File: src/sar_ctrl_defs.svh
`ifndef SAR_CTRL_DEFS_SVH
`define SAR_CTRL_DEFS_SVH

`define RESULT_WIDTH 12
`define HALF_SCALE_CODE 12'h800
`define RESULT_RESET 12'h000
`define SKIP_WINDOW_NS 25
`define CORE_PERIOD_NS 25
// least time rounds up to whole cycles, one cycle for 25ns
`define SKIP_WINDOW_CYC ((`SKIP_WINDOW_NS + `CORE_PERIOD_NS - 1) / `CORE_PERIOD_NS)

`endif

File: src/sar_ctrl_pkg.sv
package sar_ctrl_pkg;

typedef enum logic [1:0] {
    ST_IDLE,
    ST_ARMED,
    ST_TRIAL,
    ST_HOLD
} conv_state_e;

typedef struct packed {
    logic select_n;
    logic read_n;
} host_strobe_s;

typedef struct packed {
    logic [11:0] data;
    logic [11:0] data_oe_n;
} data_drive_s;

endpackage

File: src/sar_adc_conversion_read_control.sv
// Operation
// - conversion starts when select and read strobe are both low
// - start conditions ignored while a conversion runs
// - busy low from start through whole conversion
// - trial register loads half scale at start, no clock edge needed
// - top result bit decided on second falling converter-clock edge
// - keep bit if input above trial, clear otherwise, then try next bit
// - after the start load, trial register changes only on falling converter-clock edges
// - after last decision busy rises and result moves to latches
// - unaligned strobe gives 12 or 13 clock conversion
// - strobe at rising clock edge gives 12.5 cycle conversion
// - strobe at falling clock edge gives 13 cycle conversion
// - old result kept on outputs until busy returns high
// - each single host read while idle returns last result and starts new one
// - result is a twelve-bit parallel word
// - data drivers enabled only while select and read are low
// - strobe under 25ns before falling edge skips that edge
// - result coded straight binary, step full scale over 4096
`timescale 1ns/1ps
`default_nettype none
`include "sar_ctrl_defs.svh"

module sar_adc_conversion_read_control #(
    parameter int RESULT_WIDTH = `RESULT_WIDTH
) (
    input wire logic core_clk,
    input wire logic reset,
    input wire logic select_n,
    input wire logic read_n,
    input wire logic conv_clock_in,
    input wire logic comparator_high,
    output logic busy,
    output logic inverted_clock_out,
    output logic [RESULT_WIDTH-1:0] result_bus,
    output logic [RESULT_WIDTH-1:0] result_bus_oe_n,
    output logic [RESULT_WIDTH-1:0] dac_trial_code
);

    // ==========================================
    // parameter check
    if (RESULT_WIDTH != `RESULT_WIDTH) begin : gen_width_check
        $error("result width must be 12");
    end

    // ==========================================
    // input synchronisers
    logic [1:0] sel_sync_r;
    logic [1:0] rd_sync_r;
    logic [1:0] clk_sync_r;
    logic [1:0] cmp_sync_r;
    logic clk_prev_r;
    logic clk_fall;
    logic clk_rise;
    logic start_cond;
    sar_ctrl_pkg::host_strobe_s strobe;

    always_ff @(posedge core_clk or posedge reset) begin
        if (reset) begin
            sel_sync_r <= 2'h3;
            rd_sync_r <= 2'h3;
            clk_sync_r <= 2'h0;
            cmp_sync_r <= 2'h0;
            clk_prev_r <= 1'h0;
        end else begin
            sel_sync_r <= {sel_sync_r[0], select_n};
            rd_sync_r <= {rd_sync_r[0], read_n};
            clk_sync_r <= {clk_sync_r[0], conv_clock_in};
            cmp_sync_r <= {cmp_sync_r[0], comparator_high};
            clk_prev_r <= clk_sync_r[1];
        end
    end

    assign strobe = {sel_sync_r[1], rd_sync_r[1]};
    assign clk_fall = clk_prev_r & ~clk_sync_r[1];
    assign clk_rise = ~clk_prev_r & clk_sync_r[1];
    assign start_cond = ~strobe.select_n & ~strobe.read_n;

    // ==========================================
    // conversion sequencer
    sar_ctrl_pkg::conv_state_e state_r;
    logic [RESULT_WIDTH-1:0] trial_r;
    logic [RESULT_WIDTH-1:0] bit_ptr_r;
    logic [1:0] since_start_r;
    logic done_pulse;

    function automatic logic [RESULT_WIDTH-1:0] decide_bit(
        input logic [RESULT_WIDTH-1:0] code,
        input logic [RESULT_WIDTH-1:0] ptr,
        input logic keep
    );
        return keep ? code : (code & ~ptr);
    endfunction

    assign done_pulse = (state_r == sar_ctrl_pkg::ST_TRIAL) && clk_fall && bit_ptr_r[0];

    always_ff @(posedge core_clk or posedge reset) begin
        if (reset) begin
            since_start_r <= 2'h0;
        end else if (state_r == sar_ctrl_pkg::ST_ARMED && since_start_r != 2'h3) begin
            since_start_r <= since_start_r + 2'h1;
        end else if (state_r != sar_ctrl_pkg::ST_ARMED) begin
            since_start_r <= 2'h0;
        end
    end

    always_ff @(posedge core_clk or posedge reset) begin
        if (reset) begin
            state_r <= sar_ctrl_pkg::ST_IDLE;
            trial_r <= `RESULT_RESET;
            bit_ptr_r <= `RESULT_RESET;
        end else begin
            unique case (state_r)
                sar_ctrl_pkg::ST_IDLE: begin
                    if (start_cond) begin
                        trial_r <= `HALF_SCALE_CODE;
                        bit_ptr_r <= `HALF_SCALE_CODE;
                        state_r <= sar_ctrl_pkg::ST_ARMED;
                    end
                end
                sar_ctrl_pkg::ST_ARMED: begin
                    if (clk_fall && since_start_r >= 2'(`SKIP_WINDOW_CYC)) begin
                        state_r <= sar_ctrl_pkg::ST_TRIAL;
                    end
                end
                sar_ctrl_pkg::ST_TRIAL: begin
                    if (clk_fall) begin
                        // keep or clear bit, set next
                        trial_r <= decide_bit(trial_r, bit_ptr_r, cmp_sync_r[1])
                                   | (bit_ptr_r >> 1);
                        bit_ptr_r <= bit_ptr_r >> 1;
                        if (bit_ptr_r[0]) begin
                            state_r <= sar_ctrl_pkg::ST_HOLD;
                        end
                    end
                end
                sar_ctrl_pkg::ST_HOLD: begin
                    if (!start_cond) begin
                        state_r <= sar_ctrl_pkg::ST_IDLE;
                    end
                end
            endcase
        end
    end

    // ==========================================
    // busy and result latch
    logic [RESULT_WIDTH-1:0] latch_r;
    logic [RESULT_WIDTH-1:0] final_code;

    assign final_code = decide_bit(trial_r, bit_ptr_r, cmp_sync_r[1]);

    always_ff @(posedge core_clk or posedge reset) begin
        if (reset) begin
            busy <= 1'h1;
        end else if (state_r == sar_ctrl_pkg::ST_IDLE && start_cond) begin
            busy <= 1'h0;
        end else if (done_pulse) begin
            busy <= 1'h1;
        end
    end

    always_ff @(posedge core_clk or posedge reset) begin
        if (reset) begin
            latch_r <= `RESULT_RESET;
        end else if (done_pulse) begin
            // new straight-binary code only at end
            latch_r <= final_code;
        end
    end

    always_ff @(posedge core_clk or posedge reset) begin
        if (reset) begin
            inverted_clock_out <= 1'h1;
            dac_trial_code <= `RESULT_RESET;
        end else begin
            inverted_clock_out <= ~clk_sync_r[1];
            dac_trial_code <= (state_r == sar_ctrl_pkg::ST_IDLE && start_cond)
                              ? `HALF_SCALE_CODE : trial_r;
        end
    end

    // ==========================================
    // three-state data drivers
    always_ff @(posedge core_clk or posedge reset) begin
        if (reset) begin
            result_bus <= `RESULT_RESET;
            result_bus_oe_n <= {RESULT_WIDTH{1'b1}};
        end else begin
            result_bus <= done_pulse ? final_code : latch_r;
            result_bus_oe_n <= {RESULT_WIDTH{~start_cond}};
        end
    end

    // ==========================================
    // checks
    chk_busy_start: assert property (@(posedge core_clk) disable iff (reset)
        (state_r == sar_ctrl_pkg::ST_IDLE && start_cond) |=> !busy)
        else $error("busy not low after start");
    chk_no_restart: assert property (@(posedge core_clk) disable iff (reset)
        (state_r == sar_ctrl_pkg::ST_TRIAL && !clk_fall) |=> $stable(bit_ptr_r))
        else $error("trial restarted");
    chk_half_scale: assert property (@(posedge core_clk) disable iff (reset)
        (state_r == sar_ctrl_pkg::ST_IDLE && start_cond) |=> trial_r == `HALF_SCALE_CODE)
        else $error("trial not half scale");
    chk_trial_fall: assert property (@(posedge core_clk) disable iff (reset)
        !clk_fall |=> $stable(trial_r) || $past(state_r) == sar_ctrl_pkg::ST_IDLE)
        else $error("trial moved off edge");
    chk_busy_end: assert property (@(posedge core_clk) disable iff (reset)
        done_pulse |=> busy && latch_r == $past(final_code))
        else $error("end not flagged");
    chk_hold_data: assert property (@(posedge core_clk) disable iff (reset)
        (!busy && !done_pulse) |=> $stable(latch_r))
        else $error("result changed in conversion");
    chk_oe_gate: assert property (@(posedge core_clk) disable iff (reset)
        start_cond |=> result_bus_oe_n == '0)
        else $error("drivers not enabled");
    chk_oe_off: assert property (@(posedge core_clk) disable iff (reset)
        !start_cond |=> result_bus_oe_n == '1)
        else $error("drivers not released");
    chk_step_down: assert property (@(posedge core_clk) disable iff (reset)
        (state_r == sar_ctrl_pkg::ST_TRIAL && clk_fall) |=> bit_ptr_r == ($past(bit_ptr_r) >> 1))
        else $error("bit pointer skipped");

    // ==========================================
    // sequencer checks

    chk_start_taken: assert property (@(posedge core_clk) disable iff (reset)
        (state_r == sar_ctrl_pkg::ST_IDLE && start_cond) |=> state_r == sar_ctrl_pkg::ST_ARMED)
        else $error("start not taken");

    chk_restart_ignored: assert property (@(posedge core_clk) disable iff (reset)
        (state_r == sar_ctrl_pkg::ST_TRIAL || state_r == sar_ctrl_pkg::ST_HOLD)
        |=> state_r != sar_ctrl_pkg::ST_ARMED)
        else $error("conversion restarted");

    chk_hold_release: assert property (@(posedge core_clk) disable iff (reset)
        (state_r == sar_ctrl_pkg::ST_HOLD && start_cond) |=> state_r == sar_ctrl_pkg::ST_HOLD)
        else $error("left hold with strobes low");

    chk_busy_held: assert property (@(posedge core_clk) disable iff (reset)
        (!busy && !done_pulse) |=> !busy)
        else $error("busy rose early");

    chk_dac_follows: assert property (@(posedge core_clk) disable iff (reset)
        (state_r != sar_ctrl_pkg::ST_IDLE) |=> dac_trial_code == $past(trial_r))
        else $error("dac code not trial");

    chk_top_edge: assert property (@(posedge core_clk) disable iff (reset)
        (state_r == sar_ctrl_pkg::ST_ARMED && clk_fall
            && since_start_r >= 2'(`SKIP_WINDOW_CYC))
        |=> state_r == sar_ctrl_pkg::ST_TRIAL && bit_ptr_r == `HALF_SCALE_CODE)
        else $error("top bit edge wrong");

    chk_bit_kept: assert property (@(posedge core_clk) disable iff (reset)
        (state_r == sar_ctrl_pkg::ST_TRIAL && clk_fall && cmp_sync_r[1])
        |=> (trial_r & $past(bit_ptr_r)) != '0)
        else $error("bit not kept");

    chk_bit_cleared: assert property (@(posedge core_clk) disable iff (reset)
        (state_r == sar_ctrl_pkg::ST_TRIAL && clk_fall && !cmp_sync_r[1])
        |=> (trial_r & $past(bit_ptr_r)) == '0)
        else $error("bit not cleared");

    chk_ptr_onehot: assert property (@(posedge core_clk) disable iff (reset)
        (state_r == sar_ctrl_pkg::ST_TRIAL) |-> $onehot(bit_ptr_r))
        else $error("bit pointer not one-hot");

    chk_done_hold: assert property (@(posedge core_clk) disable iff (reset)
        done_pulse |=> state_r == sar_ctrl_pkg::ST_HOLD)
        else $error("no hold after end");

    chk_data_kept: assert property (@(posedge core_clk) disable iff (reset)
        (!busy && !done_pulse) |=> result_bus == $past(latch_r))
        else $error("output word changed early");

    chk_word_out: assert property (@(posedge core_clk) disable iff (reset)
        done_pulse |=> result_bus == $past(final_code))
        else $error("new word not presented");

    chk_skip_window: assert property (@(posedge core_clk) disable iff (reset)
        (state_r == sar_ctrl_pkg::ST_ARMED && since_start_r < 2'(`SKIP_WINDOW_CYC))
        |=> state_r == sar_ctrl_pkg::ST_ARMED)
        else $error("edge inside skip window used");

    // ==========================================
    // scenario covers
    cov_start: cover property (@(posedge core_clk) disable iff (reset)
        state_r == sar_ctrl_pkg::ST_IDLE && start_cond);
    cov_done: cover property (@(posedge core_clk) disable iff (reset) done_pulse);
    cov_top_kept: cover property (@(posedge core_clk) disable iff (reset)
        done_pulse && final_code[11]);
    cov_top_dropped: cover property (@(posedge core_clk) disable iff (reset)
        done_pulse && !final_code[11]);
    cov_restart_try: cover property (@(posedge core_clk) disable iff (reset)
        state_r == sar_ctrl_pkg::ST_TRIAL && start_cond);

endmodule

`default_nettype wire

File: config.mk
export PLATFORM = sky130hd
export DESIGN_NAME = sar_adc_conversion_read_control
export DESIGN_NICKNAME = d
export VERILOG_FILES = /design/src/sar_ctrl_pkg.sv /design/src/sar_adc_conversion_read_control.sv
export VERILOG_INCLUDE_DIRS = /design/src
export SDC_FILE = /design/constraint.sdc
export NUM_CORES = 1
export LEC_CHECK = 0
export ABC_CLOCK_PERIOD_IN_PS = 2500
export BUFFER_PORTS_ARGS = -buffer_cell sky130_fd_sc_hd__buf_4
export CAP_MARGIN = 10
export CORE_MARGIN = 5
export CORE_UTILIZATION = 55
export DETAILED_ROUTE_END_ITERATION = 6
export PLACE_DENSITY = 0.87
export SLEW_MARGIN = 10
export SYNTH_ARGS = -nofsm -noshare
export SYNTH_HDL_FRONTEND = slang
export SYNTH_SLANG_ARGS = --single-unit
File: constraint.sdc
create_clock -name core_clk -period 2.5 [get_ports core_clk]
set_input_delay 0.75 -clock core_clk [delete_from_list [all_inputs] [get_ports core_clk]]
set_output_delay 0.75 -clock core_clk [all_outputs]
set_load 0.1 [all_outputs]
# Word level (Yosys, flattened, before mapping)
# Index checks and enable logic that the tools add are counted.
# op_classes
add_sub_neg	1
order_cmp	1
n_eq_ne	10
muxes	17
n_bitwise	9
n_reduce_logical	11
# ops
cell	n
$mux 12	5
$pmux 12 s2	2
$mux 2	7
$and 12x12->12	1
$not 12->12	1
$or 12x11->12	1
$ne 2x2->1 const B	5
$pmux 2 s4	1
$reduce_bool 2->1	3
$logic_and 1x1->1	5
$reduce_and 5->1	1
$eq 2x2->1 const B	2
$ne 2x1->1 const B	2
$not 1->1	4
$reduce_and 3->1	1
$add 2x1->2 const B	1
$and 1x1->1	2
$eq 2x1->1 const B	1
$ge 2x1->1 const B	1
$logic_not 2->1	1
$mux 1	2
# totals
ff_bits	64
inputBits	6
out_inout_bits	38
elab_cells	63

# Longest topological paths before layout
# depth
depth_word	6
mapped_depth	9
mapped_depth_nobuf	6

# Worst setup path before layout
# OpenSTA, ideal clock, no wires.
# synth_timing
path_kind	register to output
start	register result_bus_oe_n[0] (netlist name)
end	output port result_bus_oe_n[10]
arrival_ns	1.319
required_time_ns	1.750
slack_ns	0.431
path_stages_with_launch	2
path_buffers	1
path_cell_list	dfstp_2 > buf_4
# synth_rtl
item	line_no	source
end, declared	sar_adc_conversion_read_control.sv:35	output logic [RESULT_WIDTH-1:0] result_bus_oe_n,
# No word-level cell between the ends.

# Worst setup path in the final report
# layout_timing
start	register state_r[0]
end	register trial_r[1]
# layout_via
elab_chain_cells	3
word_cells_on_any_way	7
classes_between	eq/ne: 3; mux: 1; reduce/logical: 3
# layout_rtl
item	line_no	source
start, declared	sar_adc_conversion_read_control.sv:80	sar_ctrl_pkg::conv_state_e state_r;
start signal, assigned	sar_adc_conversion_read_control.sv:108	state_r <= sar_ctrl_pkg::ST_IDLE;
start signal, assigned	sar_adc_conversion_read_control.sv:117	state_r <= sar_ctrl_pkg::ST_ARMED;
start signal, assigned	sar_adc_conversion_read_control.sv:122	state_r <= sar_ctrl_pkg::ST_TRIAL;
$eq 2x2->1 / $logic_not 2->1 (equally long branches)	sar_adc_conversion_read_control.sv:112	unique case (state_r)
$ne 2x2->1 (no source line) / $reduce_bool 2->1 (equally long branches)	n/a	
$reduce_and 3->1 (no source line)	n/a	
end signal, assigned	sar_adc_conversion_read_control.sv:109	trial_r <= `RESULT_RESET;
end signal, assigned	sar_adc_conversion_read_control.sv:115	trial_r <= `HALF_SCALE_CODE;
end signal, assigned	sar_adc_conversion_read_control.sv:128	trial_r <= decide_bit(trial_r, bit_ptr_r, cmp_sync_r[1])
end, declared	sar_adc_conversion_read_control.sv:81	logic [RESULT_WIDTH-1:0] trial_r;
# Several ways; a longest one is shown, not always the timed one.
# A chain may end at the register's enable or synchronous reset.

==> tab_implementation.tex <==
\begin{tabular}{lr}
\hline
Metric & Value \\
\hline
\multicolumn{2}{l}{\textbf{Status}} \\
\quad Status & finished, final reports clean \\
\multicolumn{2}{l}{\textbf{Timing}} \\
\quad Relative slew slack & 64.6\% \\
\quad Setup repair after global routing missed its margin & no \\
\quad Clock period minus final worst setup slack & approximately 2.1 ns \\
\quad Final-layout worst hold slack & 0.349 ns \\
\quad Clock skew & 0.00555 ns \\
\quad Fmax & $\sim$0.47 GHz \\
\quad Aggregate negative setup slack & 0 ns \\
\quad Final hold violation count & 0 \\
\quad Slack of the critical path & 0.356 ns \\
\quad Period Utilization, post-route & 85.7\% \\
\quad Worst slew pin tran & about 0.53 ns \\
\quad Final-report setup violation count & 0 \\
\quad Number of pins exceeding their max-slew limit in the final report & 0 \\
\multicolumn{2}{l}{\textbf{Die}} \\
\quad Core box area & around 4700 um2 \\
\quad Die Area & about 6300 um2 \\
\quad Initial core utilization & 56.0\% \\
\quad Core Rows & 25 \\
\quad Height of the chip & 79.1 um \\
\quad I/O pin cnt & 44 \\
\quad Die width & 79.1 um \\
\multicolumn{2}{l}{\textbf{Worst setup path}} \\
\quad Signal arrival time at the worst endpoint & 2.42 ns \\
\quad Total buffers and inverters traversed by the critical path & 1 \\
\quad Delay of the slowest cell on the worst path & 0.44 ns \\
\quad Required @ worst endpoint & roughly 2.8 ns \\
\quad Worst-path cell chain & inv\_1, ha\_1, nor2\_1, a211o\_1, nor2\_2, a22o\_1 \\
\quad Slowest cell on the critical path & nor2\_2 \\
\quad Type of element capturing the critical path & flip-flop \\
\quad Category of the worst setup path launch point & flip-flop \\
\quad Crit path max fanout & 12 \\
\quad Kind of cell with the highest combined delay on the critical path & compound AO/OA/AOI/OAI gates \\
\quad Path type of the worst setup path & flip-flop to flip-flop \\
\multicolumn{2}{l}{\textbf{Drt}} \\
\quad Average wire length per cell after detail routing & 14.7 um \\
\quad Number of design-rule violations left by the first detailed-router iteration & 109 \\
\quad Via Count & 1683 \\
\quad Via count normalized by instance count & 5.26 \\
\quad Total detailed-routing wirelength & 4690 um \\
\quad Pre-Repair DR Iteration Count & 4 \\
\quad DRC viols & 0 \\
\quad Remaining antenna violation count after routing & 0 \\
\multicolumn{2}{l}{\textbf{Flow run}} \\
\quad Number of max-cap violations & 0 \\
\multicolumn{2}{l}{\textbf{Clock tree}} \\
\quad Clock sink count & 64 \\
\quad H-tree depth & 3 \\
\quad Root buf cell & clkbuf\_8 \\
\quad Setup Buffers After CTS & 0 \\
\quad Clock buffers created by TritonCTS & 9 \\
\quad TritonCTS clock tree & yes \\
\quad Clock-pin slew on the worst setup and hold paths & 0.07 ns \\
\quad Max Root-Sink Buffers & 2 \\
\quad Count of cells resized by post-cts repair & 0 \\
\quad Insertion delay of the later-clocked pin in the worst-skew pair & approximately 0.34 ns \\
\quad Number of hold buffers added after CTS & 0 \\
\multicolumn{2}{l}{\textbf{Synth}} \\
\quad Post-synth top flop & dfrtp\_1 \\
\quad Number of distinct standard cells referenced by the synthesized netlist & 32 \\
\quad Number of nets produced by synthesis & 235 \\
\quad Top-area cell type share of the netlist area & between 50\% and 60\% \\
\quad Top area cells in the synthesized netlist & dfrtp\_1 (54\%), dfstp\_2 (7.0\%), a22o\_1 (5.7\%) \\
\quad Post-synth EDFFs & 0 \\
\quad Post-synthesis area per instance & 11.8 um2 \\
\quad Sequential-to-total area share from yosys stat & 61.3\% \\
\quad Flop and latch count out of synthesis & 64 \\
\quad Post-synth top cells & dfrtp\_1 (57), nand2\_1 (27), o21ai\_0 (20) \\
\quad Asr flop ratio synth & 100\% \\
\quad Dominant cell by count in the synthesized netlist & dfrtp\_1 \\
\quad Yosys warning total & 0 \\
\quad Netlist area before placement & 2630 um2 \\
\quad Cell type with the highest aggregate area in the netlist & dfrtp\_1 \\
\quad Syn Inst Count & between 200 and 250 \\
\multicolumn{2}{l}{\textbf{Place}} \\
\quad Placement Setup Slack & 0.400 ns \\
\quad GP Congestion & 0.793 \\
\quad Cell count after placement & 304 \\
\quad Detailed placement HPWL & 3290 um \\
\quad IO Port Bufs & 43 \\
\multicolumn{2}{l}{\textbf{Layout}} \\
\quad Ratio of cells with drive above 1 in the final layout & approximately 29\% \\
\quad Final Net Count & 273 \\
\quad Number of fillers in the final layout & 345 \\
\quad Area Growth Syn to Fin & 19.8\% \\
\quad Number of standard cells in the final layout excluding fillers & 320 \\
\quad Ant. Diodes & 0 \\
\multicolumn{2}{l}{\textbf{Power and ir drop}} \\
\quad Maximum vdd ir drop & 0.655 mV \\
\quad Share of total power in combinational logic & 31.2\% \\
\quad Power share of the clock group & 30.7\% \\
\quad Switching fraction of total power & 36.0\% \\
\quad Switching power total & 1.14 mW \\
\quad Register share of total power & 38.2\% \\
\quad Leakage power summed over all cells & 1.51 nW \\
\quad Cell internal power dissipation & 2.03 mW \\
\quad PD cells & $\sim$1000 nW/um2 \\
\multicolumn{2}{l}{\textbf{Global routing}} \\
\quad Total Routing Usage GR & 17.0\% \\
\quad Global-route wire length before repair & 8050 um \\
\quad Pin count of the biggest net entering global routing & 40 \\
\quad Initial antenna violation count & 0 \\
\quad Grt ovf & 0 \\
\quad Number of global-route vias before repair & roughly 1600 \\
\multicolumn{2}{l}{\textbf{Hold path}} \\
\quad HP Class & flip-flop to flip-flop \\
\hline
\end{tabular}
==> sequential cells by signal, indices dropped and copies added (netlist names), 2 cells and up <==
name and cells:
cmp_sync_r 2, rd_sync_r 2, result_bus 12, dac_trial_code 12, bit_ptr_r 12, clk_sync_r 2, trial_r 12, since_start_r 2
sel_sync_r 2, state_r 2
==> cells by family after synthesis <==
family | Yosys count | synth area share [%]
DFF | 64 | 61.3
adders and majority gates | 6 | 2.86
and+or+nand+nor | 55 | 10.6
muxes | 2 | 0.809
buffers and inverters | 36 | 7.52
AOI/OAI and AO/OA | 59 | 16.7
xor gates and xnor gates | 1 | 0.333
==> per-layer routing <==
metal,vias to the layer above,part of all wire (%),GRT usage [%]
li1,826,-,-
met1,803,46,23.0
met2,40,48,25.0
met3,14,4.0,3.74
met4,0,2.3,10.3
met5,-,0,0
==> power by group through the flow <==
stage          clock (mW)  sequential (mW)  combinational, mW
6_report            0.970             1.21              0.986
5_1_grt              1.03             1.22               1.08
4_1_cts             0.986             1.21              0.991
2_1_floorplan           0             1.39              0.657
3_3_place_gp            0             1.22              0.957
3_5_place_dp            0             1.23              0.984
==> final timing paths <==
path                                    startpoint                         to  slack, ns  cells after the start
max                         state_r[0]$_DFFE_PP0P_     trial_r[1]$_DFFE_PP0P_       0.36                      6
min                        clk_sync_r[0]$_DFF_PP0_    clk_sync_r[1]$_DFF_PP0_       0.35                      0
max reg2reg                 state_r[0]$_DFFE_PP0P_     trial_r[1]$_DFFE_PP0P_       0.36                      6
min reg2reg                clk_sync_r[0]$_DFF_PP0_    clk_sync_r[1]$_DFF_PP0_       0.35                      0
max in group asynchronous                    reset    sel_sync_r[0]$_DFF_PP1_       1.40                      3
min in group asynchronous                    reset  result_bus[8]$_DFFE_PP0P_       0.45                      2
==> cell type report <==
cell class              count  area (um2)  share of cell area, %
flip-flops and latches     64        1610                   51.1
multi-input cells         123         821                   26.1
repair buffers             48         373                   11.8
clock buffers              11         141                   4.49
clock inverters             5        80.1                   2.54
well taps                  54        67.6                   2.15
inverters                  15        56.3                   1.79
==> cell usage in the layout (no fill, tap or decap), types with 2 or more instances in the layout <==
cell,synthesis,routed
o31ai_1,6,6
inv_1,15,14
bufinv_16,0,2
a22o_1,17,17
dfstp_2,7,7
a21o_1,6,6
o31ai_2,4,4
clkinvlp_4,0,2
ha_1,6,6
nand2b_1,8,8
clkbuf_8,0,10
and2_1,12,12
dfrtp_1,57,57
nor2_1,2,2
o21ai_0,20,20
buf_4,12,47
nand2_1,27,27
==> through the flow <==
stage	power, mW	area [um2]	util [%]
4_1_cts	3.18	3150	67.1
6_report	3.16	3150	67.1
3_3_place_gp	2.18	2930	62.4
5_1_grt	3.33	3150	67.1
2_1_floorplan	2.04	2630	-
3_5_place_dp	2.21	2930	62.4
==> worst register-to-register path, cell delays in order, from the launching register on <==
cell and delay [ns]:
dfrtp_1 0.40, inv_1 0.11, ha_1 0.41, nor2_1 0.13, a211o_1 0.38, nor2_2 0.44, a22o_1 0.22
Power figures use the tool's default switching activity.
